[config.mk]
export PLATFORM = sky130hd
export DESIGN_NAME = sosc_config_bank
export DESIGN_NICKNAME = d
export VERILOG_FILES = /design/src/rtl/sosc_pkg.sv /design/src/rtl/sosc_config_bank.sv /design/src/rtl/sosc_idle_timer.sv
export SDC_FILE = /design/constraint.sdc
export NUM_CORES = 1
export LEC_CHECK = 0
export ABC_AREA = 0
export BUFFER_PORTS_ARGS = -buffer_cell sky130_fd_sc_hd__buf_2
export CAP_MARGIN = 25
export CELL_PAD_IN_SITES_DETAIL_PLACEMENT = 1
export CELL_PAD_IN_SITES_GLOBAL_PLACEMENT = 2
export CORE_AREA = 10 10 222 140
export DETAILED_ROUTE_END_ITERATION = 8
export DIE_AREA = 0 0 232 150
export PLACE_DENSITY = 0.68
export SETUP_SLACK_MARGIN = 0.15
export SYNTH_ARGS = -nofsm -noshare
export SYNTH_HDL_FRONTEND = slang
export SYNTH_SLANG_ARGS = --single-unit
[constraint.sdc]
create_clock -name clock -period 4.2 [get_ports clock]
set_input_delay 0.42 -clock clock [delete_from_list [all_inputs] [get_ports clock]]
set_output_delay 0.42 -clock clock [all_outputs]
set_load 0.02 [all_outputs]
[src/rtl/sosc_pkg.sv]
// package of the operation and trigger configuration bank
// assumes a 100 MHz core clock and an 8-bit internal register port
//
// How it works
// RULE1: the top bit of the first register turns the read checksum on.
// RULE2: magnet tempco code 0 is none, 1 is 0.12 %/C, 2 reserved, 3 0.2 %/C.
// RULE3: averaging codes 0 to 5 select 1, 2, 4, 8, 16 and 32 samples.
// RULE4: single-sample conversions run at 10 kSPS on three axes, 20 kSPS on one.
// RULE5: read-frame code 0 serves the standard three-byte read command.
// RULE6: frame code 1 is a 16-bit short read, 2 an 8-bit short read, 3 reserved.
// RULE7: threshold code 0 takes the axis threshold as one signed threshold.
// RULE8: threshold code 1 takes seven low bits as a +/- magnitude pair.
// RULE9: bit 4 of the second register picks low noise over low current.
// RULE10: bit 3 of the second register bypasses the serial spike filter.
// RULE11: bit 2 picks the interrupt pin over serial command bits as start.
// RULE12: a trigger during a conversion waits for its end; extras are dropped.
// RULE13: the start source acts only in standby, one conversion per trigger.
// RULE14: operating state 0 standby, 1 sleep, 2 continuous, 3 wake-and-sleep.
// RULE15: leaving wake-and-sleep for standby rewrites the state field.
// RULE16: wake-and-sleep idles for the selected interval, 1 ms at code 0.
// RULE17: both registers reset to zero and read back; conversion fields apply at next start, the rest at once.
package sosc_pkg;

  // ==========================================================
  // register map
  localparam logic [7:0] OFF_CONV_IF  = 8'h00;
  localparam logic [7:0] OFF_OP_TRIG  = 8'h01;
  localparam logic [7:0] RST_CONV_IF  = 8'h00;
  localparam logic [7:0] RST_OP_TRIG  = 8'h00;

  // ==========================================================
  // field positions
  localparam int CRC_BIT    = 7;
  localparam int TEMPCO_LSB = 5;
  localparam int AVG_LSB    = 2;
  localparam int RDF_LSB    = 0;
  localparam int THR_LSB    = 5;
  localparam int LN_BIT     = 4;
  localparam int GLF_BIT    = 3;
  localparam int TRIG_BIT   = 2;
  localparam int OPS_LSB    = 0;

  // ==========================================================
  // codes
  localparam logic [1:0] OPS_STANDBY = 2'h0;
  localparam logic [1:0] OPS_SLEEP   = 2'h1;
  localparam logic [1:0] OPS_CONT    = 2'h2;
  localparam logic [1:0] OPS_WAKE    = 2'h3;
  localparam logic [1:0] RDF_STD     = 2'h0;
  localparam logic [1:0] RDF_WORD    = 2'h1;
  localparam logic [1:0] RDF_BYTE    = 2'h2;
  localparam logic [1:0] TC_NDFEB    = 2'h1;
  localparam logic [1:0] TC_CERAMIC  = 2'h3;
  localparam logic [2:0] THR_SIGNED  = 3'h0;
  localparam logic [2:0] THR_PAIR    = 3'h1;

  typedef enum logic [1:0] {SEQ_IDLE, SEQ_CONV, SEQ_WAIT} sosc_seq_t;

  // ==========================================================
  // timing
  localparam int CLK_PERIOD_NS = 10;
  localparam int SYNC_STAGES   = 3;
  localparam int MS_NS         = 1000000;
  localparam int MS_CYCLES     = MS_NS / CLK_PERIOD_NS;

  // conversion time per averaging code, ns, rounded down
  function automatic int conv_ns(input logic [2:0] avg,
                                 input logic       multi);
    int t;
    case (avg)
      3'h0:    t = multi ? 100000  : 50000;
      3'h1:    t = multi ? 175438  : 75187;
      3'h2:    t = multi ? 322580  : 125000;
      3'h3:    t = multi ? 625000  : 227272;
      3'h4:    t = multi ? 1250000 : 416666;
      default: t = multi ? 2500000 : 833333;
    endcase
    return t;
  endfunction

  // idle interval in ms; reserved codes take the longest
  function automatic logic [14:0] idle_ms(input logic [3:0] code);
    logic [14:0] m;
    case (code)
      4'h0:    m = 15'h0001;
      4'h1:    m = 15'h0005;
      4'h2:    m = 15'h000A;
      4'h3:    m = 15'h000F;
      4'h4:    m = 15'h0014;
      4'h5:    m = 15'h001E;
      4'h6:    m = 15'h0032;
      4'h7:    m = 15'h0064;
      4'h8:    m = 15'h01F4;
      4'h9:    m = 15'h03E8;
      4'hA:    m = 15'h07D0;
      4'hB:    m = 15'h1388;
      default: m = 15'h4E20;
    endcase
    return m;
  endfunction

endpackage

[src/rtl/sosc_config_bank.sv]
// operation and trigger configuration bank with conversion sequencer
// assumes the serial engine presents decoded register accesses as
// one-cycle strobes, and the analog front end follows conv_start
`timescale 1ns/1ns
module sosc_config_bank
  import sosc_pkg::*;
#(
  parameter int MS_CYC      = MS_CYCLES,
  parameter int CONV_CYC_DIV = 1
) (
  input  wire logic       clock,
  input  wire logic       rst,
  input  wire logic [7:0] reg_addr,
  input  wire logic       reg_wr,
  input  wire logic [7:0] reg_wdata,
  input  wire logic       reg_rd,
  output logic      [7:0] reg_rdata,
  input  wire logic       cmd_trigger,
  input  wire logic       int_trigger_n,
  input  wire logic       multi_axis,
  input  wire logic [3:0] idle_interval_select,
  input  wire logic       wake_exit,
  input  wire logic [7:0] axis_threshold_value,
  output logic            crc_append,
  output logic            rd_frame_standard,
  output logic            rd_frame_word,
  output logic            rd_frame_byte,
  output logic            glitch_filter_on,
  output logic            sleep_active,
  output logic            idle_low_power,
  output logic            conv_start,
  output logic            conv_busy,
  output logic            conv_done,
  output logic      [5:0] active_avg_samples,
  output logic            active_tempco_ndfeb,
  output logic            active_tempco_ceramic,
  output logic            active_low_noise,
  output logic      [7:0] thr_upper,
  output logic      [7:0] thr_lower,
  output logic            thr_pair_mode
);

  // ==========================================================
  // helpers
  function automatic logic [5:0] avg_samples(input logic [2:0] c);
    logic [5:0] n;
    case (c)
      3'h0:    n = 6'h01;
      3'h1:    n = 6'h02;
      3'h2:    n = 6'h04;
      3'h3:    n = 6'h08;
      3'h4:    n = 6'h10;
      default: n = 6'h20;
    endcase
    return n;
  endfunction

  function automatic logic [17:0] conv_len(input logic [2:0] c,
                                           input logic       m);
    int n;
    n = conv_ns(c, m) / CLK_PERIOD_NS / CONV_CYC_DIV;
    if (n < 1) begin
      n = 1;
    end
    return 18'(n);
  endfunction

  // ==========================================================
  // registers
  logic [7:0]  conv_if_reg;
  logic [7:0]  op_trig_reg;
  logic [7:0]  rdata_reg;
  logic [2:0]  pin_sync_reg;
  logic        pin_level_reg;
  logic        trig_pend_reg;
  sosc_seq_t   seq_reg;
  sosc_seq_t   seq_next;
  logic [17:0] cnt_reg;
  logic        start_reg;
  logic        done_reg;
  logic [5:0]  avg_reg;
  logic        tc_nd_reg;
  logic        tc_ce_reg;
  logic        ln_reg;
  logic [7:0]  thr_up_reg;
  logic [7:0]  thr_lo_reg;
  logic        pair_reg;
  logic [3:0]  idle_code_reg;

  // ==========================================================
  // field decode
  wire       hit_conv = reg_addr == OFF_CONV_IF;
  wire       hit_op   = reg_addr == OFF_OP_TRIG;
  wire [1:0] tempco   = conv_if_reg[TEMPCO_LSB +: 2];
  wire [2:0] avg_code = conv_if_reg[AVG_LSB +: 3];
  wire [1:0] rd_frame = conv_if_reg[RDF_LSB +: 2];
  wire [2:0] thr_mode = op_trig_reg[THR_LSB +: 3];
  wire       low_nz   = op_trig_reg[LN_BIT];
  wire       trig_pin = op_trig_reg[TRIG_BIT];
  wire [1:0] op_state = op_trig_reg[OPS_LSB +: 2];
  wire       standby  = op_state == OPS_STANDBY;  // RULE14
  wire       cont     = op_state == OPS_CONT;     // RULE14
  wire       wake     = op_state == OPS_WAKE;     // RULE14
  wire       to_stby  = wake && wake_exit;        // RULE15

  // ==========================================================
  // trigger source
  wire pin_agree = pin_sync_reg[2] == pin_sync_reg[1];
  wire pin_fall  = pin_level_reg && pin_agree && !pin_sync_reg[2];
  wire trig_evt  = trig_pin ? pin_fall : cmd_trigger;  // RULE11
  wire trig_std  = standby && trig_evt;                // RULE13

  // ==========================================================
  // sequencer decode
  wire conv_end = (seq_reg == SEQ_CONV) && (cnt_reg == 18'h00000);
  wire timer_done;
  wire timer_busy;
  wire go_std   = standby && (trig_std || trig_pend_reg);  // RULE12
  wire go       = (seq_reg == SEQ_IDLE) && (go_std || cont || wake);
  wire wait_go  = conv_end && wake && !to_stby;             // RULE16
  wire timer_abort = (seq_reg == SEQ_WAIT) && (!wake || to_stby);

  always_comb begin
    seq_next = seq_reg;
    case (seq_reg)
      SEQ_IDLE: begin
        if (go) begin
          seq_next = SEQ_CONV;
        end
      end
      SEQ_CONV: begin
        if (conv_end) begin
          seq_next = wait_go ? SEQ_WAIT : SEQ_IDLE;
        end
      end
      SEQ_WAIT: begin
        if (!wake || to_stby || timer_done) begin
          seq_next = SEQ_IDLE;  // RULE16
        end
      end
      default: seq_next = SEQ_IDLE;
    endcase
  end

  // ==========================================================
  // threshold interpretation
  wire [6:0] mag     = axis_threshold_value[6:0];
  wire       pair    = thr_mode == THR_PAIR;                 // RULE8
  wire [7:0] up_next = pair ? {1'b0, mag}                    // RULE8
                            : axis_threshold_value;          // RULE7
  wire [7:0] lo_next = pair ? 8'(-{1'b0, mag})               // RULE8
                            : axis_threshold_value;          // RULE7

  // ==========================================================
  // read data
  wire [7:0] rd_mux = hit_conv ? conv_if_reg
                    : hit_op   ? op_trig_reg
                    : 8'h00;

  // ==========================================================
  // configuration registers
  always_ff @(posedge clock or posedge rst) begin
    if (rst) begin
      conv_if_reg <= RST_CONV_IF;  // RULE17
      op_trig_reg <= RST_OP_TRIG;  // RULE17
    end else begin
      if (reg_wr && hit_conv) begin
        conv_if_reg <= reg_wdata;  // RULE17
      end
      if (to_stby) begin
        op_trig_reg[OPS_LSB +: 2] <= OPS_STANDBY;  // RULE15
        if (reg_wr && hit_op) begin
          op_trig_reg[7:2] <= reg_wdata[7:2];
        end
      end else if (reg_wr && hit_op) begin
        op_trig_reg <= reg_wdata;  // RULE17
      end
    end
  end

  always_ff @(posedge clock or posedge rst) begin
    if (rst) begin
      rdata_reg <= 8'h00;
    end else if (reg_rd) begin
      rdata_reg <= rd_mux;  // RULE17
    end
  end

  // ==========================================================
  // interrupt pin synchroniser, idles high; a level counts once
  // the second and third stages agree, so a runt cannot trigger
  always_ff @(posedge clock or posedge rst) begin
    if (rst) begin
      pin_sync_reg  <= 3'h7;
      pin_level_reg <= 1'b1;
    end else begin
      pin_sync_reg <= {pin_sync_reg[1:0], int_trigger_n};
      if (pin_agree) begin
        pin_level_reg <= pin_sync_reg[2];
      end
    end
  end

  // ==========================================================
  // pending trigger: one held, the rest dropped
  always_ff @(posedge clock or posedge rst) begin
    if (rst) begin
      trig_pend_reg <= 1'b0;
    end else if (!standby || go) begin
      trig_pend_reg <= 1'b0;  // RULE13
    end else if (trig_std) begin
      trig_pend_reg <= 1'b1;  // RULE12
    end
  end

  // ==========================================================
  // conversion sequencer
  always_ff @(posedge clock or posedge rst) begin
    if (rst) begin
      seq_reg   <= SEQ_IDLE;
      cnt_reg   <= 18'h00000;
      start_reg <= 1'b0;
      done_reg  <= 1'b0;
    end else begin
      seq_reg   <= seq_next;
      start_reg <= go;
      done_reg  <= conv_end;
      if (go) begin
        cnt_reg <= conv_len(avg_code, multi_axis) - 18'h00001;  // RULE4
      end else if (seq_reg == SEQ_CONV && !conv_end) begin
        cnt_reg <= cnt_reg - 18'h00001;
      end
    end
  end

  // ==========================================================
  // settings taken at each conversion start
  always_ff @(posedge clock or posedge rst) begin
    if (rst) begin
      avg_reg    <= 6'h01;
      tc_nd_reg  <= 1'b0;
      tc_ce_reg  <= 1'b0;
      ln_reg     <= 1'b0;
      thr_up_reg <= 8'h00;
      thr_lo_reg <= 8'h00;
      pair_reg   <= 1'b0;
    end else if (go) begin
      avg_reg    <= avg_samples(avg_code);   // RULE3
      tc_nd_reg  <= tempco == TC_NDFEB;      // RULE2
      tc_ce_reg  <= tempco == TC_CERAMIC;    // RULE2
      ln_reg     <= low_nz;                  // RULE9
      thr_up_reg <= up_next;
      thr_lo_reg <= lo_next;
      pair_reg   <= pair;
    end
  end

  // ==========================================================
  // idle interval code held for the whole interval, so that a host
  // write in mid-interval can neither cut nor stretch the count
  always_ff @(posedge clock or posedge rst) begin
    if (rst) begin
      idle_code_reg <= 4'h0;
    end else if (wait_go) begin
      idle_code_reg <= idle_interval_select;  // RULE16
    end
  end

  // ==========================================================
  // idle interval between wake-and-sleep conversions
  sosc_idle_timer #(
    .MS_CYC (MS_CYC)
  ) u_idle (
    .clock (clock),
    .rst   (rst),
    .start (wait_go),
    .abort (timer_abort),
    .code  (idle_code_reg),
    .busy  (timer_busy),
    .done  (timer_done)
  );

  // ==========================================================
  // outputs
  assign reg_rdata             = rdata_reg;
  assign crc_append            = conv_if_reg[CRC_BIT];         // RULE1
  assign rd_frame_standard     = rd_frame == RDF_STD ||
                                 rd_frame == 2'h3;             // RULE5
  assign rd_frame_word         = rd_frame == RDF_WORD;         // RULE6
  assign rd_frame_byte         = rd_frame == RDF_BYTE;         // RULE6
  assign glitch_filter_on      = !op_trig_reg[GLF_BIT];        // RULE10
  assign sleep_active          = op_state == OPS_SLEEP;        // RULE14
  assign idle_low_power        = timer_busy;                   // RULE16
  assign conv_start            = start_reg;
  assign conv_busy             = seq_reg == SEQ_CONV;
  assign conv_done             = done_reg;
  assign active_avg_samples    = avg_reg;
  assign active_tempco_ndfeb   = tc_nd_reg;
  assign active_tempco_ceramic = tc_ce_reg;
  assign active_low_noise      = ln_reg;
  assign thr_upper             = thr_up_reg;
  assign thr_lower             = thr_lo_reg;
  assign thr_pair_mode         = pair_reg;

endmodule

[src/rtl/sosc_idle_timer.sv]
// idle interval timer for wake-and-sleep operation
// assumes a one-cycle start pulse and a stable interval code while busy
`timescale 1ns/1ns
module sosc_idle_timer
  import sosc_pkg::*;
#(
  parameter int MS_CYC = MS_CYCLES
) (
  input  wire logic       clock,
  input  wire logic       rst,
  input  wire logic       start,
  input  wire logic       abort,
  input  wire logic [3:0] code,
  output logic            busy,
  output logic            done
);

  logic [16:0] div_reg;
  logic [14:0] ms_reg;
  logic        busy_reg;
  logic        done_reg;
  wire         ms_tick = busy_reg && (div_reg == 17'(MS_CYC - 1));
  wire         last_ms = ms_tick && (ms_reg == idle_ms(code) - 15'h0001);

  // ==========================================================
  // millisecond enable and interval count
  always_ff @(posedge clock or posedge rst) begin
    if (rst) begin
      div_reg  <= 17'h00000;
      ms_reg   <= 15'h0000;
      busy_reg <= 1'b0;
      done_reg <= 1'b0;
    end else begin
      done_reg <= last_ms && !abort;
      if (start || abort || !busy_reg || ms_tick) begin
        div_reg <= 17'h00000;
      end else begin
        div_reg <= div_reg + 17'h00001;
      end
      if (start) begin
        ms_reg   <= 15'h0000;
        busy_reg <= 1'b1;
      end else if (abort || last_ms) begin
        busy_reg <= 1'b0;
      end else if (ms_tick) begin
        ms_reg <= ms_reg + 15'h0001;
      end
    end
  end

  assign busy = busy_reg;
  assign done = done_reg;

endmodule

==> impl_metrics.env <==
export IMPL_status="finished clean"
export IMPL_synth_top_family_by_area="simple AND/OR/NAND/NOR gates"
export IMPL_combPwrFrac_pct=20.7
export IMPL_p_per_area_nw_per_um2=457
export IMPL_grt_pass1_wl_um=33900
export IMPL_clock_power_share_pct=40.3
export IMPL_largest_reg_flops=18
export IMPL_setup_tns_ns=0
export IMPL_cts_setup_buffers=0
export IMPL_slowest_stage="or4_1"
export IMPL_final_common_cell="dfrtp_1"
export IMPL_die_x_um=232
export IMPL_grt_total_usage_pct=12.4
export IMPL_fin_nets=860
export IMPL_path_class="reg -> reg"
export IMPL_p_sw_uw=1210
export IMPL_vias_per_cell=4.78
export IMPL_synth_edf_count=0
export IMPL_synth_avg_cell_area_um2=8.90
export IMPL_syn_area_um2=6620
export IMPL_max_freq_mhz=278
export IMPL_synth_fp_nets=792
export IMPL_required_ns=4.51
export IMPL_wl_um=21100
export IMPL_grt_pass1_vias=5750
export IMPL_dp_cells=1157
export IMPL_place_gp_congestion=0.811
export IMPL_hold_class="in -> reg"
export IMPL_cp_num_cells=11
export IMPL_regToRegSetupSlack_ns=0.60
export IMPL_cp_top_family="simple AND/OR/NAND/NOR gates"
export IMPL_synth_warnings=0
export IMPL_synth_xor_area_share_pct=5.30
export IMPL_core_area_um2=27100
export IMPL_finalHoldViolations=0
export IMPL_leakage_uw=0.00349
export IMPL_tightest_slew_ns=0.814
export IMPL_crit_chain="inv_1 > ha_1 > mux2_4 > mux2i_4 > or3b_1 > or4_1 > nand4_1 > and4_1 > buf_4 > nor3_1 > mux2_1"
export IMPL_cts_buffers=17
export IMPL_path_buf_inv=2
export IMPL_portBuffers=79
export IMPL_cts_htree_levels=4
export IMPL_yosys_mux_area_fraction_pct=7.34
export IMPL_fp_row_count=47
export IMPL_p_total_uw=3660
export IMPL_synthArstFlopShare_pct=100
export IMPL_syn_inst=743
export IMPL_yosysUniqueCellTypes=72
export IMPL_cp_max_fo=12
export IMPL_power_frac_seq_pct=38.9
export IMPL_antenna_found_initial=1
export IMPL_cts_buffer_depth=2
export IMPL_setup_viol=0
export IMPL_insertion_delay_ns=0.43
export IMPL_layout_common_cells="109 x dfrtp_1, 96 x nand2_1, 83 x nor2_1"
export IMPL_synthAdderAreaFrac_pct=2.76
export IMPL_slew_headroom_pct=45.0
export IMPL_critical_path_max_stage_delay_ns=0.53
export IMPL_wl_per_cell_um=17.7
export IMPL_fin_crit_ns=3.60
export IMPL_fin_skew_ns=0.00798
export IMPL_vias=5697
export IMPL_seq_area_frac_synth_pct=43.2
export IMPL_syn_to_final_growth_pct=21.0
export IMPL_place_detailed_hpwl_um=15500
export IMPL_swShare_pct=33.0
export IMPL_synth_seq_cells=114
export IMPL_drt_antenna_violating_nets=0
export IMPL_cts_tree="built"
export IMPL_p_int_uw=2450
export IMPL_maxCapViolCount=0
export IMPL_min_path_cells=1
export IMPL_finalCritPeriodShare_pct=85.7
export IMPL_cts_sinks=114
export IMPL_ios=80
export IMPL_ir_drop_uv=208
export IMPL_dieArea_um2=34800
export IMPL_stdcell_count=1191
export IMPL_arrival_ns=3.91
export IMPL_grt_remaining_overflow=0
export IMPL_start_kind="register"
export IMPL_synthFlopType="dfrtp_1"
export IMPL_yosys_area_share_simple_pct=24.5
export IMPL_antenna_cells=0
export IMPL_drt_pass1_iterations=5
export IMPL_drt_iter0_drc=364
export IMPL_endpoint_kind="register"
export IMPL_slew_violations=0
export IMPL_cts_root_buf="clkbuf_16"
export IMPL_synth_compound_area_share_pct=12.7
export IMPL_drc=0
export IMPL_rsz0062_at_grt="no"
export IMPL_start_util_pct=24.5
export IMPL_drive_gt1_share_pct=19.8
export IMPL_cts_clk_slew_worst_paths_ns=0.06
export IMPL_reg2reg_depth=11
export IMPL_die_h_um=150
export IMPL_grt_max_degree=69
-- layer usage --
metal	share of wire [%]	up-vias	global-route usage (%)	wire length [um]
li1	-	2771	-	-
met5	0	-	0	0
met2	38	101	15.6	7900
met3	4.4	18	3.23	927
met1	57	2807	19.3	12000
met4	1.2	0	3.84	255
-- power by group through the flow --
stage	Clock [uW]	Sequential (uW)	Combinational, uW
detailed placement	0	1440	764
global placement	0	1440	755
finish	1470	1420	759
CTS	1520	1420	766
global route	1570	1450	848
floorplan	0	1480	445
-- kinds of logic after synthesis --
| family | Yosys count |
|---|---|
| and+or+nand+nor | 328 |
| buffers and inverters | 69 |
| muxes | 44 |
| xor gates and xnor gates | 40 |
| adders and majority gates | 15 |
| AOI/OAI and AO/OA | 133 |
| DFF | 114 |
-- synthesized netlist by cell type, drive strengths merged (18+ instances only) --
cell    number  area (um^2)
nor3        22          110
xnor2       18          158
a21oi       24          120
clkbuf      31          116
o21ai       47          235
nand3       20          100
nor2        83          312
mux2i       21          223
nand2       96          360
dfrtp      109         2730
xor2        22          193
mux2        23          263
inv         28          105
-- final cells by class --
| class | instances | area (um^2) |
|---|---|---|
| clock buffer | 18 | 439 |
| clock inverter | 14 | 154 |
| fill | 3213 | 19000 |
| inverter | 28 | 108 |
| multi-input combinational | 560 | 3480 |
| sequential | 114 | 2860 |
| tap | 367 | 459 |
| timing repair buffer | 90 | 500 |
-- what timing repair did --
item                                   CTS  global route
hold buffers                             0             1
resized for setup                        0             0
endpoints found under the hold margin    0            17
-- worst paths after layout --
check,start,endpoint
min in group asynchronous,rst,u_idle.div_reg[12]
max in group asynchronous,rst,pin_sync_reg[0]
setup / recovery,idle_code_reg[1],u_idle.ms_reg[5]
hold reg to reg,pin_sync_reg[0],pin_sync_reg[1]
hold / removal,int_trigger_n,pin_sync_reg[0]
setup reg to reg,idle_code_reg[1],u_idle.ms_reg[5]
-- worst register-to-register path, stage by stage (launching register included) --
cell,delay [ns]
dfrtp_1,0.52
inv_1,0.23
ha_1,0.23
mux2_4,0.28
mux2i_4,0.28
or3b_1,0.44
or4_1,0.53
nand4_1,0.12
and4_1,0.26
buf_4,0.20
nor3_1,0.07
mux2_1,0.32
-- stage by stage --
stage	cell area [um^2]	setup slack, ns	utilization (%)	hold WS, ns
finish	8000	0.599	29.6	0.0935
global route	8000	0.391	29.6	0.0754
CTS	7970	0.600	29.4	0.0719
detailed placement	7370	0.636	27.3	0.352
global placement	7370	0.740	27.3	0.359
floorplan	6620	0.773	-	0.345
Power figures use the tool's default switching activity.
